$ cat src/shared/sfs_pkg.sv
// Shared constants and carrier types for the fault status register bank.
package sfs_pkg;

  // Register addresses (7-bit SPI address field).
  localparam logic [6:0] SFS_ADDR_THERMAL = 7'h42;
  localparam logic [6:0] SFS_ADDR_DEVICE = 7'h43;
  localparam logic [6:0] SFS_ADDR_BUS = 7'h44;

  localparam logic [7:0] SFS_RESET_VALUE = 8'h00;

  // Bits that survive a restart, and bits that software may clear.
  localparam logic [7:0] SFS_THERMAL_KEEP = 8'h07;
  localparam logic [7:0] SFS_DEVICE_KEEP = 8'hCF;
  localparam logic [7:0] SFS_BUS_KEEP = 8'h67;
  localparam logic [7:0] SFS_THERMAL_CLR = 8'h07;
  localparam logic [7:0] SFS_DEVICE_CLR = 8'hC3;
  localparam logic [7:0] SFS_BUS_CLR = 8'h67;

  // Field positions.
  localparam int SFS_BIT_STAGE2 = 2;
  localparam int SFS_BIT_STAGE1 = 1;
  localparam int SFS_BIT_PREWARN = 0;
  localparam int SFS_PRIOR_LSB = 6;
  localparam int SFS_WDCNT_LSB = 2;
  localparam int SFS_BIT_SPI_FAIL = 1;
  localparam int SFS_BIT_FAILURE = 0;
  localparam int SFS_LIN_LSB = 5;
  localparam int SFS_CAN_LSB = 1;
  localparam int SFS_BIT_CAN_UV = 0;

  // Prior-state codes.
  localparam logic [1:0] SFS_PRIOR_CLEARED = 2'h0;
  localparam logic [1:0] SFS_PRIOR_FAILURE = 2'h1;
  localparam logic [1:0] SFS_PRIOR_SLEEP = 2'h2;

  // Watchdog failure counter values.
  localparam logic [1:0] SFS_WDCNT_ZERO = 2'h0;
  localparam logic [1:0] SFS_WDCNT_ONE = 2'h1;
  localparam logic [1:0] SFS_WDCNT_TWO = 2'h2;

  // Configuration selector values.
  localparam logic [2:0] SFS_CFG_0 = 3'h0;
  localparam logic [2:0] SFS_CFG_2 = 3'h2;
  localparam logic [2:0] SFS_CFG_4 = 3'h4;

  // Transceiver failure codes.
  localparam logic [1:0] SFS_XCVR_OK = 2'h0;
  localparam logic [1:0] SFS_XCVR_TSD = 2'h1;
  localparam logic [1:0] SFS_XCVR_TXD_DOM = 2'h2;
  localparam logic [1:0] SFS_XCVR_BUS_DOM = 2'h3;

  // SPI frame layout.
  localparam logic [4:0] SFS_FRAME_BITS = 5'h10;
  localparam logic [4:0] SFS_ADDR_BYTE_BITS = 5'h08;
  localparam int SFS_ACCESS_BIT = 7;

  // Timing.
  localparam int SFS_CLK_MHZ = 125;
  localparam int SFS_LIN_DOM_TIME_MS = 20;
  localparam int SFS_LIN_DOM_CYCLES = SFS_LIN_DOM_TIME_MS * 1000 * SFS_CLK_MHZ;
  localparam int SFS_CAN_TXD_TIME_US = 1000;
  localparam int SFS_CAN_BUS_TIME_US = 1000;
  localparam int SFS_CAN_TXD_CYCLES = SFS_CAN_TXD_TIME_US * SFS_CLK_MHZ;
  localparam int SFS_CAN_BUS_CYCLES = SFS_CAN_BUS_TIME_US * SFS_CLK_MHZ;
  localparam int SFS_TIMER_W = 24;

  typedef struct packed {
    logic stage2;
    logic stage1;
    logic prewarn;
  } sfs_thermal_evt_s;

  typedef struct packed {
    logic fail;
    logic trigger_ok;
    logic stopped;
    logic stop_by_fail;
  } sfs_wd_evt_s;

  typedef struct packed {
    logic failure_restart;
    logic illegal_sleep;
    logic sleep_entry;
  } sfs_mode_evt_s;

  typedef struct packed {
    logic lin_tsd;
    logic lin_txd_dom;
    logic lin_bus_dom;
    logic can_tsd;
    logic can_txd_dom;
    logic can_bus_dom;
  } sfs_pin_lvl_s;

endpackage

$ cat src/rtl/sfs_status_bank.sv
// Thermal, device history and bus fault status registers behind a 16-bit SPI slave.
`timescale 1ns/1ps
// How it works
// - Thermal status bits 7:3 always read as zero.
// - Stage-2 thermal shutdown sets bit 2 and requests fail-safe mode.
// - Stage-1 thermal shutdown sets bit 1, readable and clearable.
// - Thermal pre-warning sets bit 0.
// - Thermal flags stay set until software clears them.
// - Device bits 7:6 record the state before the last restart.
// - Watchdog fail, stage-2 shutdown, regulator undervoltage, fail-safe wake write 01.
// - Stop-to-sleep request and sleep without wake source also write 01.
// - Sleep request with uncleared wake flags still records sleep code 10.
// - Watchdog counter at 3:2 counts failures; fail outputs at 01 or 10.
// - Counter clears on good trigger or watchdog stop not caused by failure.
// - In configurations 2 and 4 counter holds until a good trigger.
// - Configuration 0: first failure forces restart only, no fail output.
// - Invalid SPI command sets device bit 1; only SPI clear, power-on or soft reset resets it.
// - Device bit 0 sets whenever the fail output activates.
// - LIN field 6:5: none, shutdown, transmit dominant, bus dominant over 20ms.
// - CAN field 2:1: same codes, with configurable timeout limits.
// - CAN supply undervoltage sets bus bit 0 and disables the transmitter.
// - Power-on or soft reset zeroes all three registers.
// - Restart keeps device fields and forces bits 5:4 to zero.
// - Restart keeps bus fields and forces reserved bits to zero.
// - Access bit 0 reads only; access bit 1 clears the register.
// - Only the watchdog counter changes by itself; other bits clear by command.
module sfs_status_bank #(
  parameter int LIN_DOM_CYCLES = sfs_pkg::SFS_LIN_DOM_CYCLES,
  parameter int CAN_TXD_CYCLES = sfs_pkg::SFS_CAN_TXD_CYCLES,
  parameter int CAN_BUS_CYCLES = sfs_pkg::SFS_CAN_BUS_CYCLES
) (
  input wire logic sys_clk_in,
  input wire logic rst_in,
  input wire logic soft_reset_in,
  input wire logic restart_in,
  input wire logic spi_clk_in,
  input wire logic spi_cs_n_in,
  input wire logic spi_mosi_in,
  output logic spi_miso_out,
  output logic spi_miso_oe_out,
  input wire sfs_pkg::sfs_thermal_evt_s thermal_evt_in,
  input wire sfs_pkg::sfs_wd_evt_s wd_evt_in,
  input wire sfs_pkg::sfs_mode_evt_s mode_evt_in,
  input wire logic [2:0] config_sel_in,
  input wire logic fail_output_activate_in,
  input wire logic fail_output_release_in,
  input wire sfs_pkg::sfs_pin_lvl_s xcvr_lvl_in,
  input wire logic can_supply_uv_in,
  output logic fail_output_out,
  output logic fail_safe_req_out,
  output logic can_tx_disable_out,
  output logic [7:0] thermal_protection_status_out,
  output logic [7:0] device_history_status_out,
  output logic [7:0] bus_fault_status_out
);

  typedef enum logic [1:0] {
    SFS_SPI_IDLE = 2'b00,
    SFS_SPI_SHIFT = 2'b01,
    SFS_SPI_END = 2'b10
  } sfs_spi_state_e;

  // A change counts once the second and third stages agree.
  function automatic logic sfs_filter(input logic s2, input logic s3, input logic prev);
    sfs_filter = (s2 == s3) ? s3 : prev;
  endfunction

  // Dominant-time counter that saturates one past its limit.
  function automatic logic [sfs_pkg::SFS_TIMER_W-1:0] sfs_tick(
    input logic dom, input logic [sfs_pkg::SFS_TIMER_W-1:0] cnt,
    input logic [sfs_pkg::SFS_TIMER_W-1:0] lim);
    if (!dom) begin
      sfs_tick = '0;
    end else if (cnt > lim) begin
      sfs_tick = cnt;
    end else begin
      sfs_tick = cnt + 1'b1;
    end
  endfunction

  function automatic logic [7:0] sfs_clr_mask(input logic [6:0] addr, input logic hit);
    sfs_clr_mask = 8'h00;
    if (hit) begin
      case (addr)
        sfs_pkg::SFS_ADDR_THERMAL: sfs_clr_mask = sfs_pkg::SFS_THERMAL_CLR;
        sfs_pkg::SFS_ADDR_DEVICE: sfs_clr_mask = sfs_pkg::SFS_DEVICE_CLR;
        sfs_pkg::SFS_ADDR_BUS: sfs_clr_mask = sfs_pkg::SFS_BUS_CLR;
        default: sfs_clr_mask = 8'h00;
      endcase
    end
  endfunction

  localparam logic [sfs_pkg::SFS_TIMER_W-1:0] LIN_LIM = LIN_DOM_CYCLES[sfs_pkg::SFS_TIMER_W-1:0];
  localparam logic [sfs_pkg::SFS_TIMER_W-1:0] CTX_LIM = CAN_TXD_CYCLES[sfs_pkg::SFS_TIMER_W-1:0];
  localparam logic [sfs_pkg::SFS_TIMER_W-1:0] CBS_LIM = CAN_BUS_CYCLES[sfs_pkg::SFS_TIMER_W-1:0];

  logic [2:0] sclk_sync_reg;
  logic [2:0] csn_sync_reg;
  logic [2:0] mosi_sync_reg;
  logic sclk_reg;
  logic csn_reg;
  logic mosi_reg;
  logic sclk_next;
  logic csn_next;
  logic [5:0] pin_s1_reg;
  logic [5:0] pin_s2_reg;
  logic [5:0] pin_s3_reg;
  logic [5:0] pin_lvl_reg;
  logic [sfs_pkg::SFS_TIMER_W-1:0] lin_txd_cnt_reg;
  logic [sfs_pkg::SFS_TIMER_W-1:0] lin_bus_cnt_reg;
  logic [sfs_pkg::SFS_TIMER_W-1:0] can_txd_cnt_reg;
  logic [sfs_pkg::SFS_TIMER_W-1:0] can_bus_cnt_reg;
  sfs_spi_state_e spi_state_reg;
  logic [4:0] bit_cnt_reg;
  logic [7:0] cmd_reg;
  logic [7:0] tx_reg;
  logic clear_hit;
  logic spi_invalid;
  logic [7:0] clr_mask;
  logic [7:0] thermal_reg;
  logic [7:0] device_reg;
  logic [7:0] bus_reg;
  logic [7:0] read_data;
  logic [1:0] wd_cnt_reg;
  logic [1:0] wd_cnt_next;
  logic [1:0] wd_thresh;
  logic wd_hold;
  logic fail_act;
  logic [1:0] lin_code;
  logic [1:0] can_code;
  logic lin_evt;
  logic can_evt;

  assign sclk_next = sfs_filter(sclk_sync_reg[1], sclk_sync_reg[2], sclk_reg);
  assign csn_next = sfs_filter(csn_sync_reg[1], csn_sync_reg[2], csn_reg);

  // Pin synchronisers; stage 0 feeds only stage 1.
  always_ff @(posedge sys_clk_in or posedge rst_in) begin
    if (rst_in) begin
      sclk_sync_reg <= 3'h0;
      csn_sync_reg <= 3'h7;
      mosi_sync_reg <= 3'h0;
      sclk_reg <= 1'b0;
      csn_reg <= 1'b1;
      mosi_reg <= 1'b0;
    end else begin
      sclk_sync_reg <= {sclk_sync_reg[1:0], spi_clk_in};
      csn_sync_reg <= {csn_sync_reg[1:0], spi_cs_n_in};
      mosi_sync_reg <= {mosi_sync_reg[1:0], spi_mosi_in};
      sclk_reg <= sclk_next;
      csn_reg <= csn_next;
      mosi_reg <= sfs_filter(mosi_sync_reg[1], mosi_sync_reg[2], mosi_reg);
    end
  end

  // Transceiver level synchronisers and dominant timers.
  always_ff @(posedge sys_clk_in or posedge rst_in) begin
    if (rst_in) begin
      pin_s1_reg <= 6'h00;
      pin_s2_reg <= 6'h00;
      pin_s3_reg <= 6'h00;
      pin_lvl_reg <= 6'h00;
      lin_txd_cnt_reg <= '0;
      lin_bus_cnt_reg <= '0;
      can_txd_cnt_reg <= '0;
      can_bus_cnt_reg <= '0;
    end else begin
      pin_s1_reg <= xcvr_lvl_in;
      pin_s2_reg <= pin_s1_reg;
      pin_s3_reg <= pin_s2_reg;
      for (int i = 0; i < 6; i++) begin
        pin_lvl_reg[i] <= sfs_filter(pin_s2_reg[i], pin_s3_reg[i], pin_lvl_reg[i]);
      end
      lin_txd_cnt_reg <= sfs_tick(pin_lvl_reg[4], lin_txd_cnt_reg, LIN_LIM);
      lin_bus_cnt_reg <= sfs_tick(pin_lvl_reg[3], lin_bus_cnt_reg, LIN_LIM);
      can_txd_cnt_reg <= sfs_tick(pin_lvl_reg[1], can_txd_cnt_reg, CTX_LIM);
      can_bus_cnt_reg <= sfs_tick(pin_lvl_reg[0], can_bus_cnt_reg, CBS_LIM);
    end
  end

  // LIN fault code, bus dominant first.
  always_comb begin
    lin_evt = 1'b1;
    if (lin_bus_cnt_reg == LIN_LIM) begin
      lin_code = sfs_pkg::SFS_XCVR_BUS_DOM;
    end else if (lin_txd_cnt_reg == LIN_LIM) begin
      lin_code = sfs_pkg::SFS_XCVR_TXD_DOM;
    end else if (pin_lvl_reg[5]) begin
      lin_code = sfs_pkg::SFS_XCVR_TSD;
    end else begin
      lin_code = sfs_pkg::SFS_XCVR_OK;
      lin_evt = 1'b0;
    end
  end

  // CAN fault code with parameter limits.
  always_comb begin
    can_evt = 1'b1;
    if (can_bus_cnt_reg == CBS_LIM) begin
      can_code = sfs_pkg::SFS_XCVR_BUS_DOM;
    end else if (can_txd_cnt_reg == CTX_LIM) begin
      can_code = sfs_pkg::SFS_XCVR_TXD_DOM;
    end else if (pin_lvl_reg[2]) begin
      can_code = sfs_pkg::SFS_XCVR_TSD;
    end else begin
      can_code = sfs_pkg::SFS_XCVR_OK;
      can_evt = 1'b0;
    end
  end

  always_comb begin
    case (cmd_reg[6:0])
      sfs_pkg::SFS_ADDR_THERMAL: read_data = thermal_reg;
      sfs_pkg::SFS_ADDR_DEVICE: read_data = device_reg;
      sfs_pkg::SFS_ADDR_BUS: read_data = bus_reg;
      default: read_data = 8'h00;
    endcase
  end

  // Frame capture, LSB first; the data byte returns the addressed register.
  always_ff @(posedge sys_clk_in or posedge rst_in) begin
    if (rst_in) begin
      spi_state_reg <= SFS_SPI_IDLE;
      bit_cnt_reg <= 5'h00;
      cmd_reg <= 8'h00;
      tx_reg <= 8'h00;
      spi_miso_out <= 1'b0;
      spi_miso_oe_out <= 1'b0;
    end else begin
      spi_miso_oe_out <= ~csn_reg;
      case (spi_state_reg)
        SFS_SPI_IDLE: begin
          bit_cnt_reg <= 5'h00;
          spi_miso_out <= 1'b0;
          if (!csn_reg) begin
            spi_state_reg <= SFS_SPI_SHIFT;
          end
        end
        SFS_SPI_SHIFT: begin
          if (csn_reg) begin
            spi_state_reg <= SFS_SPI_END;
          end else if (sclk_next && !sclk_reg) begin
            if (bit_cnt_reg < sfs_pkg::SFS_ADDR_BYTE_BITS) begin
              cmd_reg <= {mosi_reg, cmd_reg[7:1]};
            end
            if (bit_cnt_reg != 5'h1F) begin
              bit_cnt_reg <= bit_cnt_reg + 5'h01;
            end
          end else if (!sclk_next && sclk_reg) begin
            if (bit_cnt_reg == sfs_pkg::SFS_ADDR_BYTE_BITS) begin
              spi_miso_out <= read_data[0];
              tx_reg <= {1'b0, read_data[7:1]};
            end else if (bit_cnt_reg > sfs_pkg::SFS_ADDR_BYTE_BITS) begin
              spi_miso_out <= tx_reg[0];
              tx_reg <= {1'b0, tx_reg[7:1]};
            end else begin
              spi_miso_out <= 1'b0;
            end
          end
        end
        SFS_SPI_END: begin
          spi_state_reg <= SFS_SPI_IDLE;
        end
        default: begin
          spi_state_reg <= SFS_SPI_IDLE;
        end
      endcase
    end
  end

  // Clear happens at frame end, only for a full frame with access bit set.
  assign clear_hit = (spi_state_reg == SFS_SPI_END) &&
    (bit_cnt_reg == sfs_pkg::SFS_FRAME_BITS) && cmd_reg[sfs_pkg::SFS_ACCESS_BIT];
  assign clr_mask = sfs_clr_mask(cmd_reg[6:0], clear_hit);
  // A frame of the wrong length is an invalid command.
  assign spi_invalid = (spi_state_reg == SFS_SPI_END) &&
    (bit_cnt_reg != sfs_pkg::SFS_FRAME_BITS);

  // Fail output threshold depends on the configuration.
  assign wd_thresh = (config_sel_in == sfs_pkg::SFS_CFG_2) ? sfs_pkg::SFS_WDCNT_ONE :
    sfs_pkg::SFS_WDCNT_TWO;
  // Configurations 2 and 4 keep a nonzero counter through a watchdog stop.
  assign wd_hold = ((config_sel_in == sfs_pkg::SFS_CFG_2) ||
    (config_sel_in == sfs_pkg::SFS_CFG_4)) && (wd_cnt_reg != sfs_pkg::SFS_WDCNT_ZERO);

  always_comb begin
    wd_cnt_next = wd_cnt_reg;
    fail_act = fail_output_activate_in;
    if (wd_evt_in.trigger_ok) begin
      wd_cnt_next = sfs_pkg::SFS_WDCNT_ZERO;
    end else if (wd_evt_in.fail) begin
      // Count up, never past the activation value.
      if (wd_cnt_reg < wd_thresh) begin
        wd_cnt_next = wd_cnt_reg + 2'h1;
      end
      // Configuration 0 shares the two-failure threshold, so the first is silent.
      if (wd_cnt_reg + 2'h1 == wd_thresh) begin
        fail_act = 1'b1;
      end
    end else if (wd_evt_in.stopped && !wd_evt_in.stop_by_fail && !wd_hold) begin
      // Stopped watchdog clears unless the stop came from a failure or wd_hold is set.
      wd_cnt_next = sfs_pkg::SFS_WDCNT_ZERO;
    end
  end

  // Power-on and soft reset zero the bank; restart keeps its fields.
  always_ff @(posedge sys_clk_in or posedge rst_in) begin
    if (rst_in) begin
      thermal_reg <= sfs_pkg::SFS_RESET_VALUE;
    end else if (soft_reset_in) begin
      thermal_reg <= sfs_pkg::SFS_RESET_VALUE;
    end else begin
      // Flags stick; an event in a clear cycle wins.
      thermal_reg <= ((thermal_reg & sfs_pkg::SFS_THERMAL_KEEP) & ~clr_mask) |
        // Only bits 2:0 can ever be set.
        (8'(thermal_evt_in.stage2) << sfs_pkg::SFS_BIT_STAGE2) |
        (8'(thermal_evt_in.stage1) << sfs_pkg::SFS_BIT_STAGE1) |
        (8'(thermal_evt_in.prewarn) << sfs_pkg::SFS_BIT_PREWARN);
    end
  end

  always_ff @(posedge sys_clk_in or posedge rst_in) begin
    if (rst_in) begin
      device_reg <= sfs_pkg::SFS_RESET_VALUE;
      wd_cnt_reg <= sfs_pkg::SFS_WDCNT_ZERO;
    end else if (soft_reset_in) begin
      device_reg <= sfs_pkg::SFS_RESET_VALUE;
      wd_cnt_reg <= sfs_pkg::SFS_WDCNT_ZERO;
    end else begin
      wd_cnt_reg <= wd_cnt_next;
      // Keep mask forces bits 5:4 to zero across a restart.
      // Software clears never touch the counter bits.
      device_reg <= (device_reg & sfs_pkg::SFS_DEVICE_KEEP) & ~clr_mask;
      device_reg[sfs_pkg::SFS_WDCNT_LSB +: 2] <= wd_cnt_next;
      // Illegal sleep requests count as failure.
      // Sleep entry with uncleared wake flags still records sleep.
      if (mode_evt_in.failure_restart || mode_evt_in.illegal_sleep) begin
        device_reg[sfs_pkg::SFS_PRIOR_LSB +: 2] <= sfs_pkg::SFS_PRIOR_FAILURE;
      end else if (mode_evt_in.sleep_entry) begin
        device_reg[sfs_pkg::SFS_PRIOR_LSB +: 2] <= sfs_pkg::SFS_PRIOR_SLEEP;
      end
      if (spi_invalid) begin
        device_reg[sfs_pkg::SFS_BIT_SPI_FAIL] <= 1'b1;
      end
      // Failure flag follows fail output activation.
      if (fail_act) begin
        device_reg[sfs_pkg::SFS_BIT_FAILURE] <= 1'b1;
      end
    end
  end

  always_ff @(posedge sys_clk_in or posedge rst_in) begin
    if (rst_in) begin
      bus_reg <= sfs_pkg::SFS_RESET_VALUE;
    end else if (soft_reset_in) begin
      bus_reg <= sfs_pkg::SFS_RESET_VALUE;
    end else begin
      // Keep mask zeroes reserved bits across a restart.
      bus_reg <= (bus_reg & sfs_pkg::SFS_BUS_KEEP) & ~clr_mask;
      if (lin_evt) begin
        bus_reg[sfs_pkg::SFS_LIN_LSB +: 2] <= lin_code;
      end
      if (can_evt) begin
        bus_reg[sfs_pkg::SFS_CAN_LSB +: 2] <= can_code;
      end
      if (can_supply_uv_in) begin
        bus_reg[sfs_pkg::SFS_BIT_CAN_UV] <= 1'b1;
      end
    end
  end

  // Fail output, fail-safe request and transmitter disable.
  always_ff @(posedge sys_clk_in or posedge rst_in) begin
    if (rst_in) begin
      fail_output_out <= 1'b0;
      fail_safe_req_out <= 1'b0;
      can_tx_disable_out <= 1'b0;
    end else begin
      if (fail_act) begin
        fail_output_out <= 1'b1;
      end else if (fail_output_release_in || soft_reset_in) begin
        fail_output_out <= 1'b0;
      end
      fail_safe_req_out <= thermal_evt_in.stage2;
      // Transmitter stays off while the supply is low.
      can_tx_disable_out <= can_supply_uv_in;
    end
  end

  // Restart needs no own action: keep masks already hold reserved bits at zero.
  always_ff @(posedge sys_clk_in or posedge rst_in) begin
    if (rst_in) begin
      thermal_protection_status_out <= sfs_pkg::SFS_RESET_VALUE;
      device_history_status_out <= sfs_pkg::SFS_RESET_VALUE;
      bus_fault_status_out <= sfs_pkg::SFS_RESET_VALUE;
    end else begin
      thermal_protection_status_out <= thermal_reg;
      device_history_status_out <= device_reg;
      bus_fault_status_out <= bus_reg | {7'h00, restart_in & 1'b0};
    end
  end

endmodule

$ cat config.mk
export PLATFORM = sky130hd
export DESIGN_NAME = sfs_status_bank
export DESIGN_NICKNAME = d
export VERILOG_FILES = /design/src/shared/sfs_pkg.sv /design/src/rtl/sfs_status_bank.sv
export SDC_FILE = /design/constraint.sdc
export NUM_CORES = 1
export LEC_CHECK = 0
export ABC_AREA = 1
export BUFFER_PORTS_ARGS = -buffer_cell sky130_fd_sc_hd__buf_2
export CAP_MARGIN = 25
export CORE_MARGIN = 2
export CORE_UTILIZATION = 50
export DETAILED_ROUTE_END_ITERATION = 6
export PLACE_DENSITY = 0.7
export SYNTH_ARGS = -nofsm -noshare
export SYNTH_HDL_FRONTEND = slang
export SYNTH_SLANG_ARGS = --single-unit
$ cat constraint.sdc
create_clock -name sys_clk_in -period 6.2 [get_ports sys_clk_in]
set_input_delay 0.93 -clock sys_clk_in [delete_from_list [all_inputs] [get_ports sys_clk_in]]
set_output_delay 0.93 -clock sys_clk_in [all_outputs]
set_load 0.02 [all_outputs]
==> metrics.md <==
| Metric | Value |
|---|---|
| CTS Buffer Depth | `2` |
| Clock sinks | `187` |
| Largest net degree at the start of global routing | `138` |
| Arr. time, crit path | `2.79 ns` |
| Post-synth top area share | `0.456` |
| P&R area growth vs syn | `9.14%` |
| CP max FO | `26` |
| RSZ-0062 raised after global routing | `false` |
| Rows | `51` |
| Clk_lat worst skew | `0.44 ns` |
| CTS Hold Buffers Added | `0` |
| Routability cong. | `0.913` |
| Worst hold path class | `reg2reg` |
| Max-slew violations | `0` |
| Reg-to-reg startpoint | `lin_txd_cnt_reg[15]` |
| GR Overflow Total | `0` |
| EDFF count, synth | `0` |
| Fin nets | `1348` |
| Hold Slack | `0.345 ns` |
| Synthesized area | `10100 um2` |
| P_leak | `5.62 nW` |
| CTS H-tree lvls | `4` |
| Hold path cells | `0` |
| # DRC | `0` |
| Area leader, netlist | `dfrtp_1` |
| F_max | `0.402 GHz` |
| # IOs | `58` |
| Sequential fraction of the synthesis area | `0.466` |
| Synth Area per Inst | `7.85 um2` |
| Post-synth ARST share | `1.00` |
| Most frequent cell after synthesis | `nand2_1` |
| Post-route antenna net violation count | `0` |
| Commonest cells post-synth | `nand2_1, dfrtp_1, nor2_1, nand3_1, inv_1` |
| Post-Layout Inst Area | `11000 um2` |
| Share of cells above drive strength 1 | `0.0903` |
| Status | `complete, no violations` |
| CTS root buffer | `clkbuf_16` |
| FF-to-FF path depth | `8` |
| CTS buffer count | `17` |
| Core Area | `19600 um2` |
| Ys flop type | `dfrtp_1` |
| Die Wd | `146 um` |
| Hpwl dp | `14.0 mm` |
| Worst EP required | `6.50 ns` |
| Hold endpoint | `pin_s2_reg[3]` |
| Synth top area cells | `dfrtp_1, nand2_1, nand3_1` |
| Resized cells post-CTS | `0` |
| Via density | `5.11` |
| Crit Reg-Reg Endpoint | `lin_txd_cnt_reg[1]` |
| Hold Violations, Final | `0` |
| Crit. End Element | `flip-flop` |
| Global Route Usage Sum | `0.201` |
| Initial DRC count | `574` |
| WS Path Type | `reg2reg` |
| Post-CTS Setup Repair Bufs | `0` |
| Area post-placement | `10400 um2` |
| CTS tree | `done` |
| Vias | `8085` |
| Antenna violations before repair | `0` |
| Tightest Pin Transition | `0.909 ns` |
| Synth Register Bits | `187` |
| First-pass iteration count of the detailed router | `5` |
| Setup-failing EPs final | `0` |
| Netlist cell types | `42` |
| Pwr Density | `238 nW/um2` |
| Die area | `21300 um2` |
| Global-route wire length before repair | `35.5 mm` |
| Hold Crit Start | `pin_s1_reg[3]` |
| Reg2Reg Setup Slack | `3.71 ns` |
| Tcrit/Tclk final | `0.401` |
| Maximum VDD drop | `167 uV` |
| Total negative slack | `0 ns` |
| Clock Pin Slew Worst Setup and Hold Paths | `0.08 ns` |
| PortBufs | `46` |
| # Max-Cap Violations | `0` |
| Clock skew | `0.0121 ns` |
| Slew Limit Headroom | `0.392` |
| Synthesis warning total | `0` |
| Fin crit period | `2.49 ns` |
| Post-synthesis cell count | `1281` |
| Die span in y | `146 um` |
| Number of inserted diodes | `0` |
| Number of global-route vias before repair | `7485` |
| Setup ws final | `3.71 ns` |
| Crit path launch type | `flip-flop` |
| Post-Route WL | `20.6 mm` |
| Place WS | `3.69 ns` |
| Post-DR wirelength/cell | `13.0 um` |
| Initial core utilization | `0.513` |
-- critical path, stage by stage (launching register included) --
cell,delay [ns]
dfrtp_1,0.45
nor2_1,0.16
nand3_1,0.09
nor2_1,0.15
nand3_1,0.09
nand3_1,0.62
nand2_2,0.53
nand2_1,0.16
o21ai_0,0.09
-- final cells by class --
cell class / count / area [um2]
Tap cell: 265 / 332
Sequential cell: 187 / 4680
Fill cell: 1833 / 8620
Clock buffer: 18 / 439
Clock inverter: 14 / 151
Timing Repair Buffer: 51 / 303
Multi-Input combinational cell: 906 / 4520
Inverter: 142 / 541
-- cells in the final DEF, fill, tap and decap left out, types with 2 or more instances in the layout --
cell type,Yosys,final
nand3_1,151,151
dfrtp_1,183,183
maj3_1,8,8
nand3_2,7,7
clkinv_8,0,2
nor2_1,167,167
nor3b_2,2,2
nand2_1,332,332
nand2_4,3,3
ha_1,14,14
inv_2,4,4
nor2_4,3,3
xor2_1,48,48
nor3_1,9,9
buf_8,0,2
xnor2_1,12,12
clkinvlp_4,0,3
inv_6,0,2
inv_1,138,137
conb_1,1,10
dfstp_2,4,4
a31oi_1,2,2
nand4_1,69,69
nand2_2,2,2
nor2_2,4,4
clkbuf_16,0,17
a21oi_1,22,22
buf_2,14,46
inv_8,0,8
nor3_2,2,2
o21ai_0,26,26
buf_4,13,2
-- metrics by stage --
step	total power, mW	cells	utilization
after floorplan	1.49	1290	-
after global placement	1.54	1548	0.527
after detailed placement	1.55	1550	0.528
after CTS	2.63	1582	0.559
after global routing	2.73	1583	0.560
final	2.61	1583	0.560
-- per-layer routing --
metal | wire, um | vias to the layer above | GRT usage | part of all wire
li1 | - | 4126 | - | -
met1 | 9930 | 3827 | 0.278 | 0.48
met2 | 9830 | 113 | 0.330 | 0.48
met3 | 683 | 19 | 0.0417 | 0.033
met4 | 176 | 0 | 0.0441 | 0.0085
met5 | 0 | - | 0 | 0
-- worst max path at each step --
| stage | start | end | slack [ns] | depth (start not counted) |
|---|---|---|---|---|
| finish | lin_txd_cnt_reg[15] | lin_txd_cnt_reg[1] | 3.71 | 8 |
| CTS | lin_txd_cnt_reg[22] | lin_txd_cnt_reg[4] | 3.73 | 7 |
| floorplan | rst_in | bit_cnt_reg[0] | 0.19 | 1 |
| detailed placement | rst_in | lin_txd_cnt_reg[0] | 3.69 | 3 |
| global route | lin_txd_cnt_reg[22] | lin_txd_cnt_reg[0] | 3.37 | 7 |
| global placement | rst_in | lin_txd_cnt_reg[0] | 3.70 | 3 |
-- logic make-up after synthesis --
| family | share of synthesized area |
|---|---|
| mux | 0.00112 |
| fa+ha+maj | 0.0254 |
| compound gates | 0.0310 |
| flops | 0.466 |
| buf+inv | 0.0876 |
| simple gates | 0.336 |
| xor+xnor | 0.0523 |
| other cells | 0.000373 |
-- power by group --
part / leakage, nW / internal [mW] / total, mW / switching, mW
logic: 2.87 / 0.0649 / 0.204 / 0.140
clock network: 0.282 / 0.552 / 1.08 / 0.528
registers: 2.47 / 1.27 / 1.33 / 0.0513
total: 5.62 / 1.89 / 2.61 / 0.719
Note: power is estimated with default switching activity, not from simulation.
